==> src/gpio_pkg.sv <==
// Constants and carrier types for the dual eight-bit general-purpose port block.
// Assumes a classic Wishbone slave with 32-bit data and one clock domain.
package gpio_pkg;
  localparam int unsigned PORT_WIDTH = 8;
  localparam int unsigned ADDR_WIDTH = 4;
  // Printed offsets are register indexes; byte address is four times index
  localparam logic [ADDR_WIDTH-1:0] IDX_PORT_ZERO_DATA = 4'h0;
  localparam logic [ADDR_WIDTH-1:0] IDX_PORT_ZERO_DIR = 4'h1;
  localparam logic [ADDR_WIDTH-1:0] IDX_PORT_ONE_DATA = 4'h2;
  localparam logic [ADDR_WIDTH-1:0] IDX_PORT_ONE_DIR = 4'h3;
  localparam logic [ADDR_WIDTH-1:0] IDX_STANDBY_CTRL = 4'h4;
  localparam logic [ADDR_WIDTH-1:0] IDX_BIT_OP = 4'h5;
  localparam int unsigned STANDBY_FLOAT_BIT = 0;
  localparam int unsigned BITOP_NUM_LSB = 0;
  localparam int unsigned BITOP_NUM_WIDTH = 3;
  localparam int unsigned BITOP_PORT_BIT = 3;
  localparam int unsigned BITOP_SET_BIT = 4;
  localparam int unsigned EDGE_IRQ_PINS = 4;
  localparam logic [PORT_WIDTH-1:0] DIR_RESET = 8'h00;
  localparam logic [31:0] UNMAPPED_READ = 32'h0000_0000;

  typedef enum logic [1:0] {
    PWR_RUN = 2'b00,
    PWR_SLEEP = 2'b01,
    PWR_STOP = 2'b10,
    PWR_WATCH = 2'b11
  } power_mode_t;

  typedef struct packed {
    logic [PORT_WIDTH-1:0] out;
    logic [PORT_WIDTH-1:0] oe;
  } pin_drive_t;

  // Output latches live apart from the reset state: reset must not touch them
  typedef struct packed {
    logic [PORT_WIDTH-1:0] zero;
    logic [PORT_WIDTH-1:0] one;
  } latch_pair_t;

  typedef struct packed {
    logic [PORT_WIDTH-1:0] zero_dir;
    logic [PORT_WIDTH-1:0] one_dir;
    logic float_sel;
    logic [PORT_WIDTH-1:0] zero_pin;
    logic [PORT_WIDTH-1:0] one_pin;
    pin_drive_t zero_drive;
    pin_drive_t one_drive;
    logic [PORT_WIDTH-1:0] level_irq;
    logic [EDGE_IRQ_PINS-1:0] edge_irq;
    logic ack;
    logic [31:0] rdata;
  } gpio_state_t;
endpackage
==> src/dual_port_gpio.sv <==
// Two eight-bit bidirectional ports with Wishbone registers and interrupt taps.
// Assumes pins and power mode are synchronous to clk_i; pad resolves oe/out.
`timescale 1ns/1ps
module dual_port_gpio (
  input wire logic clk_i,
  input wire logic rst_b_i,
  input wire logic ce_i,
  input wire logic cyc_i,
  input wire logic stb_i,
  input wire logic we_i,
  input wire logic [gpio_pkg::ADDR_WIDTH+1:0] adr_i,
  input wire logic [3:0] sel_i,
  input wire logic [31:0] dat_i,
  output logic [31:0] dat_o,
  output logic ack_o,
  input wire gpio_pkg::power_mode_t power_mode_i,
  input wire logic [gpio_pkg::PORT_WIDTH-1:0] port_zero_pin_i,
  output logic [gpio_pkg::PORT_WIDTH-1:0] port_zero_pin_o,
  output logic [gpio_pkg::PORT_WIDTH-1:0] port_zero_pin_oe_o,
  input wire logic [gpio_pkg::PORT_WIDTH-1:0] port_one_pin_i,
  output logic [gpio_pkg::PORT_WIDTH-1:0] port_one_pin_o,
  output logic [gpio_pkg::PORT_WIDTH-1:0] port_one_pin_oe_o,
  output logic [gpio_pkg::PORT_WIDTH-1:0] level_irq_input_o,
  output logic [gpio_pkg::EDGE_IRQ_PINS-1:0] edge_irq_input_o
);
  gpio_pkg::gpio_state_t state_reg;
  gpio_pkg::gpio_state_t state_next;
  gpio_pkg::latch_pair_t latch_reg;
  gpio_pkg::latch_pair_t latch_next;
  logic [gpio_pkg::ADDR_WIDTH-1:0] idx;
  logic req;
  logic forced_off;
  logic [gpio_pkg::PORT_WIDTH-1:0] bit_mask;
  logic [gpio_pkg::BITOP_NUM_WIDTH-1:0] bit_num;

  function automatic gpio_pkg::pin_drive_t drive(
    input logic [gpio_pkg::PORT_WIDTH-1:0] latch,
    input logic [gpio_pkg::PORT_WIDTH-1:0] dir,
    input logic off
  );
    gpio_pkg::pin_drive_t d;
    d.out = latch;
    d.oe = off ? '0 : dir;
    return d;
  endfunction

  assign idx = adr_i[gpio_pkg::ADDR_WIDTH+1:2];
  assign req = cyc_i && stb_i && !state_reg.ack;
  assign bit_num = dat_i[gpio_pkg::BITOP_NUM_LSB +: gpio_pkg::BITOP_NUM_WIDTH];
  assign bit_mask = gpio_pkg::PORT_WIDTH'(1) << bit_num;

  always_comb begin
    state_next = state_reg;
    latch_next = latch_reg;
    forced_off = 1'b0;
    // Pins sampled once; read path never sees interrupt enables
    state_next.zero_pin = port_zero_pin_i;
    state_next.one_pin = port_one_pin_i;
    state_next.ack = req;
    state_next.rdata = gpio_pkg::UNMAPPED_READ;
    if (req && we_i && sel_i[0]) begin
      unique case (idx)
        gpio_pkg::IDX_PORT_ZERO_DATA: latch_next.zero = dat_i[7:0];
        gpio_pkg::IDX_PORT_ONE_DATA: latch_next.one = dat_i[7:0];
        gpio_pkg::IDX_PORT_ZERO_DIR: state_next.zero_dir = dat_i[7:0];
        gpio_pkg::IDX_PORT_ONE_DIR: state_next.one_dir = dat_i[7:0];
        gpio_pkg::IDX_STANDBY_CTRL: state_next.float_sel = dat_i[gpio_pkg::STANDBY_FLOAT_BIT];
        gpio_pkg::IDX_BIT_OP: begin
          // Untouched bits come from the latch, never from the pins
          if (dat_i[gpio_pkg::BITOP_PORT_BIT]) begin
            latch_next.one = dat_i[gpio_pkg::BITOP_SET_BIT] ?
              (latch_reg.one | bit_mask) : (latch_reg.one & ~bit_mask);
          end else begin
            latch_next.zero = dat_i[gpio_pkg::BITOP_SET_BIT] ?
              (latch_reg.zero | bit_mask) : (latch_reg.zero & ~bit_mask);
          end
        end
        default: ;
      endcase
    end
    if (req && !we_i) begin
      unique case (idx)
        gpio_pkg::IDX_PORT_ZERO_DATA: state_next.rdata = {24'h000000, state_reg.zero_pin};
        gpio_pkg::IDX_PORT_ONE_DATA: state_next.rdata = {24'h000000, state_reg.one_pin};
        gpio_pkg::IDX_STANDBY_CTRL: state_next.rdata = {31'h00000000, state_reg.float_sel};
        default: state_next.rdata = gpio_pkg::UNMAPPED_READ;
      endcase
    end
    // Sleep and run keep normal drive; float bit zero too
    forced_off = state_next.float_sel &&
      (power_mode_i == gpio_pkg::PWR_STOP || power_mode_i == gpio_pkg::PWR_WATCH);
    state_next.zero_drive = drive(latch_next.zero, state_next.zero_dir, forced_off);
    state_next.one_drive = drive(latch_next.one, state_next.one_dir, forced_off);
    // Interrupt taps stay live while pins float
    state_next.level_irq = port_zero_pin_i;
    state_next.edge_irq = port_one_pin_i[gpio_pkg::EDGE_IRQ_PINS-1:0];
  end

  always_ff @(posedge clk_i or negedge rst_b_i) begin
    if (!rst_b_i) begin
      state_reg <= '0;
      state_reg.zero_dir <= gpio_pkg::DIR_RESET;
      state_reg.one_dir <= gpio_pkg::DIR_RESET;
    end else if (ce_i) begin
      state_reg <= state_next;
    end
  end

  // No reset: latches keep their contents; load them before setting direction
  always_ff @(posedge clk_i) begin
    if (ce_i) begin
      latch_reg <= latch_next;
    end
  end

  assign dat_o = state_reg.rdata;
  assign ack_o = state_reg.ack;
  assign port_zero_pin_o = state_reg.zero_drive.out;
  assign port_zero_pin_oe_o = state_reg.zero_drive.oe;
  assign port_one_pin_o = state_reg.one_drive.out;
  assign port_one_pin_oe_o = state_reg.one_drive.oe;
  assign level_irq_input_o = state_reg.level_irq;
  assign edge_irq_input_o = state_reg.edge_irq;
endmodule

==> config.mk <==
export PLATFORM = sky130hd
export DESIGN_NAME = dual_port_gpio
export DESIGN_NICKNAME = d
export VERILOG_FILES = /design/src/gpio_pkg.sv /design/src/dual_port_gpio.sv
export SDC_FILE = /design/constraint.sdc
export NUM_CORES = 1
export LEC_CHECK = 0
export BUFFER_PORTS_ARGS = -buffer_cell sky130_fd_sc_hd__buf_2
export CORE_ASPECT_RATIO = 1.4
export CORE_MARGIN = 2
export CORE_UTILIZATION = 57
export CTS_CLUSTER_DIAMETER = 120
export DETAILED_ROUTE_END_ITERATION = 10
export PLACE_DENSITY = 0.86
export SLEW_MARGIN = 10
export SYNTH_ARGS = -nofsm -noshare
export SYNTH_HDL_FRONTEND = slang
export SYNTH_SLANG_ARGS = --single-unit
export TNS_END_PERCENT = 1
==> constraint.sdc <==
create_clock -name clk_i -period 3.85 [get_ports clk_i]
set_clock_uncertainty 0.05 [all_clocks]
set_input_delay 0.385 -clock clk_i [delete_from_list [all_inputs] [get_ports clk_i]]
set_output_delay 0.385 -clock clk_i [all_outputs]
set_load 0.01 [all_outputs]
After elaboration in Yosys (flattened, before gate mapping) --
Index checks and enable logic that the tools add are counted.
Storage, ports and cells: register bits 118, input port bits 66
Operators by class: multiplexer cells 15, bitwise logic cells 5, eq/ne operators 7, reduce and logical (&&, ||, !) cells 10, shift operators 1
Operators with widths (count):
- 8-bit 2-to-1 mux | 9
- 8-bit one-hot mux with 2 select lines | 2
- 8-bit one-hot mux with 3 select lines | 1
- 17-bit 2-to-1 mux | 1
- 8-bit bitwise AND | 2
- 16-bit 2-to-1 mux | 1
- 8-bit bitwise OR | 2
- 4-bit by 2-bit equality test with 1-bit output (second input constant) | 2
- 4-bit by 3-bit equality test with 1-bit output (second input constant) | 2
- 8-bit inverter | 1
- 1-bit by 3-bit << shifter with 8-bit output (first input constant) | 1
- 1-bit logical AND | 6
- 2-bit equality test (second input constant) | 2
- 4-bit by 1-bit equality test with 1-bit output (second input constant) | 1
- 4-bit logical NOT | 1
- 1-bit logical NOT | 2
- 1-bit logical OR | 1
- 1-bit 2-to-1 mux | 1

Longest topological paths before layout --
word-level depth 7, depth in mapped cells 7, mapped depth without buffers 4

Least setup slack after synthesis --
OpenSTA, ideal clock, no wires.
path type input to register, from in adr_i[5] in the netlist's numbering, to reg latch_reg[4] in the netlist's numbering, data pin, stages on the path 6, setup time 0.262 ns, arrival time 1.564 ns, data required time 3.538 ns, path slack 1.974 ns, path buffers 2, path through buf_2 -> nor4bb_1 -> buf_2 -> a41oi_1 -> nor2_1 -> mux2_1
RTL lines:
- from (decl) | line dual_port_gpio.sv:11 | input wire logic [gpio_pkg::ADDR_WIDTH+1:0] adr_i,
- to (signal assigned) | line dual_port_gpio.sv:112 | latch_reg <= latch_next;
- to (decl) | line dual_port_gpio.sv:28 | gpio_pkg::latch_pair_t latch_reg;

Final worst setup path --
from reg state_reg, in the netlist ack_o, to reg state_reg[96] in the netlist's numbering
Between the ends: word-level cells in the longest chain between the ends 5
RTL lines:
- from (decl) | line dual_port_gpio.sv:26 | gpio_pkg::gpio_state_t state_reg;
- from (signal assigned) | line dual_port_gpio.sv:105 | state_reg <= state_next;
- 1-bit logical NOT | line dual_port_gpio.sv:48 | assign req = cyc_i && stb_i && !state_reg.ack;
- 1-bit logical AND | line dual_port_gpio.sv:48
- 1-bit logical AND (2 in series) | line dual_port_gpio.sv:61 | if (req && we_i && sel_i[0]) begin
- 17-bit 2-to-1 mux | line dual_port_gpio.sv:61
No other way between the ends. A chain may end at the register's enable or synchronous reset.

==> impl.org <==
** Power
- Of the total power, the share spent switching nets is 0.2501.
- In this run the static leakage power is 2.363 nW.
- The share of total power dissipated in the clock network is 0.397.
- Of the total power, combinational logic draws 0.127.
- VDD IR max :: 0.2762 mV
- Total power for the finished layout comes to 2.254 mW.
- The internal portion of the total power is 1.690 mW.
- For this design the ratio of total power to cell area is 424.9 nW/um2.
- Relative contribution of sequential cells to total power :: 0.476
- In this run the power spent charging and discharging nets is 563.7 uW.

** Critical path
- Cell type of the slowest stage on the worst timing path :: sky130_fd_sc_hd__or3_1
- Launching element of the worst setup path :: ack_o
- FF-to-FF End :: state_reg[96]
- Endpoint arrival time on the critical path :: 2.45 ns
- Cell family with most CP delay :: simple AND/OR/NAND/NOR gates
- Startpoint types :: flop
- STA classifies the critical path endpoint as a flop.
- Of all nets on the critical path, the largest fanout is 15.
- For the worst setup path, the data required time is 4.02 ns.
- Counting buffers and inverters, the worst setup path is 4 cells deep.
- Worst flop-to-flop path startpoint :: ack_o
- The signal on the critical path passes through and3b_1 -> nand2_2 -> or3_1 -> mux2_1.
- The critical path is of the flop to flop type.
- The setup check on the worst reg-to-reg path leaves a slack of 1.57 ns.
- Buffers plus inverters on the worst setup path :: 0
- R2R cell count :: 4
- Delay contributed by the slowest stage of the critical path :: 0.59 ns

** Min path
- The path with the worst hold slack has its endpoint at level_irq_input_o[4].
- Hold crit path type :: input port to flop
- Hold Path Stages :: 2
- Worst hold start :: port_zero_pin_i[4]

** Timing
- Headroom to the max-slew limit :: 0.3320
- The number of pins with negative max-slew slack in the final report came to 0.
- Total of endpoints with negative setup slack in the final report :: 0
- At the pin with the least slew margin, the transition time is 0.9976 ns.
- Maximum clock rate :: 438.5 MHz
- Subtracting the final worst setup slack from the clock period gives 2.281 ns.
- Setup slack on the critical path of the routed design comes to 1.569 ns.
- Setup TNS :: 0 ns
- The number of failing hold endpoints at the final stage was 0.
- RSZ-0062 raised after global routing :: no
- Final period utilization :: 0.5924

** Logic synthesis
- The cell count after synthesis came out at 480.
- Of the synthesized area, sequential elements account for 0.4652.
- Unique cell type count in the Yosys netlist :: 50
- Synthesized cell area :: 5014 um2
- Number of synthesized flops with an enable pin :: 16
- For this run, asynchronously set or reset flops after synthesis account for 0.8222.
- Top flip-flop cell by instance count after synthesis :: sky130_fd_sc_hd__dfrtp_1
- Yosys printed 0 warnings.
- The synthesized design contains 90 register bits.
- Mean Syn Cell Area :: 10.44 um2

** Routing
- The detailed router finished its first iteration with 337 violations.
- The routed design has 10790 um of wire.
- Total via count after detailed routing :: 3604
- For this run, design rule violations remaining after detail routing come to 0.
- Pre-antenna DRT Iters :: 5
- Via-to-Cell Ratio :: 5.947
- Dividing the detail-routed wire length by the instance count gives 17.81 um.
- Routed Antenna Nets :: 0

** Global routing
- For this run, global-route usage on met2 was measured as 0.3726.
- The number of global-route vias before repair is 3623.
- Entering global routing, the biggest net connects 54 pins.
- GR Util All Layers :: 0.2328
- Total grt overflow :: 0
- The first global-routing pass estimated 17690 um of wire.
- For this run, global-route usage on met1 was measured as 0.3024.
- Busiest grt layer :: met2
- Initial antenna violation count :: 0
- For met3 alone, demand over resource in global routing was 0.04451.

** Clock tree
- Clock Latency Late Sink :: 0.34 ns
- Number of gates resized after cts :: 0
- Clock tree synthesis inserted a total of 9 buffers.
- Deepest level of the CTS H-tree :: 3
- # clock sinks :: 90
- The tree is rooted in a sky130_fd_sc_hd__clkbuf_16.
- Max clock buf depth :: 2
- Clock slew at the register clock pins of the worst setup and hold paths :: 0.06 ns
- TritonCTS built the clock tree.

** Cells and area
- Leaving out fill and tap cells, the most frequent cell in the layout is sky130_fd_sc_hd__buf_2.
- Number of nets in the layout :: 562
- Most frequent cells in the layout :: 87 x sky130_fd_sc_hd__buf_2, 74 x sky130_fd_sc_hd__dfrtp_1, 44 x sky130_fd_sc_hd__nand2_1, 30 x sky130_fd_sc_hd__mux2_2, 24 x sky130_fd_sc_hd__conb_1
- The repair_antennas step left the layout with diodes totalling 0.
- The finished cells cover 5304 um2.
- The register with the most flip-flops in the layout has 25 of them.
- The area growth from synthesis to layout is 5.790%.
- Layout cells sized above 1 :: 0.2974
- Once layout is complete, the cells apart from fillers number 606.

** Run
- The tool flagged a number of max-cap violations equal to 0.

** Floorplan
- For this configuration, the core starts out at a cell density of 0.5858.
- Std-Cell Core Area :: 8558 um2
- Die ar. :: 9573 um2
- The floorplan has 40 rows.
- The floorplan step set the die width to 83.27 um.
- 143 I/O pins were placed.
- The die is 115.0 um tall.

** Placed design
- Weighted congestion at the end of routability-driven global placement :: 0.8210
- Port Buf Inserts :: 88
- After detailed placement, the total cell area comes to 4990 um2.
- Timing analysis after detailed placement gives a worst setup slack of 1.449 ns.
- Counting tap cells, the placed design contains a total of 589 instances.
- The wire-length estimate of the detail-placed layout is 6976 um.

** Status
- The flow ran to the end, and the final reports show no timing, DRC or antenna violations.
## power by group through the flow
| stage | clock (mW) | sequential (mW) | combinational, mW |
|---|---|---|---|
| 4_1_cts | 0.910 | 1.07 | 0.286 |
| 5_1_grt | 0.947 | 1.08 | 0.315 |
| 6_report | 0.895 | 1.07 | 0.286 |
| 3_5_place_dp | 0 | 1.09 | 0.284 |
| 3_3_place_gp | 0 | 1.09 | 0.276 |
| 2_1_floorplan | 0 | 1.08 | 0.251 |
## metrics by stage
step | util | hold slack, ns
global placement | 0.5830 | 0.3482
CTS | 0.6197 | 0.2138
detailed placement | 0.5830 | 0.3574
global route | 0.6197 | 0.2183
floorplan | - | 0.03941
finish | 0.6197 | 0.2221
## worst max path at each step
stage                    endpoint  slack (ns)
finish              state_reg[96]        1.57
global route        state_reg[96]        1.47
CTS                 state_reg[96]        1.57
detailed placement   latch_reg[4]        1.45
global placement     latch_reg[4]        1.51
floorplan            latch_reg[4]        1.97
## kinds of logic (layout without fill, tap and decap cells)
kind of cell              after synthesis  in the layout  synth area share
and+or+nand+nor                       119            119            0.1375
buffers and inverters                 116            114            0.1490
AOI/OAI and AO/OA                     105            105            0.1403
DFF                                    90             90            0.4652
muxes                                  48             48            0.1056
other                                   1             24         0.0007480
xor gates and xnor gates                1              1          0.001747
## synthesized netlist by cell type, drive strengths merged, types with 2 or more instances
master / instances / area, um2
nand4: 4 / 25.02
nand2: 45 / 171.4
mux2: 39 / 439.2
a211oi: 8 / 60.06
a21boi: 2 / 15.01
o21ai: 26 / 130.1
nor4b: 5 / 65.06
clkbuf: 20 / 75.07
nor2: 16 / 60.06
inv: 3 / 11.26
and3b: 3 / 26.28
o211ai: 10 / 75.07
a31o: 3 / 26.28
buf: 93 / 660.6
edfxtp: 16 / 480.5
nand4b: 5 / 43.79
nand2b: 8 / 50.05
a22oi: 19 / 142.6
a21oi: 10 / 53.80
nor4bb: 5 / 50.05
o2bb2ai: 8 / 70.07
mux2i: 9 / 90.09
nor2b: 13 / 81.33
dfrtp: 74 / 1852
nand3: 5 / 25.02
a31oi: 15 / 93.84
nor4: 2 / 18.77
## area by class of cell
class | count | area, um2
Inverter | 3 | 11.26
Tap cell | 105 | 131.4
Timing Repair Buffer | 95 | 498.0
Clock inverter | 4 | 47.55
Sequential cell | 90 | 2332
Fill cell | 668 | 3254
Clock buffer | 12 | 256.5
Multi-Input combinational cell | 297 | 2027
## what timing repair did
| action | CTS | global route |
|---|---|---|
| hold endpoints to repair | 22 | 0 |
| hold buffers | 1 | 0 |
| setup buffers | 0 | 0 |
## metal layers
layer,part of all wire,vias to the layer above
li1,-,1664
met1,0.41,1747
met2,0.50,169
met3,0.066,24
met4,0.032,0
met5,0,-
(Power assumes the default switching activity.)
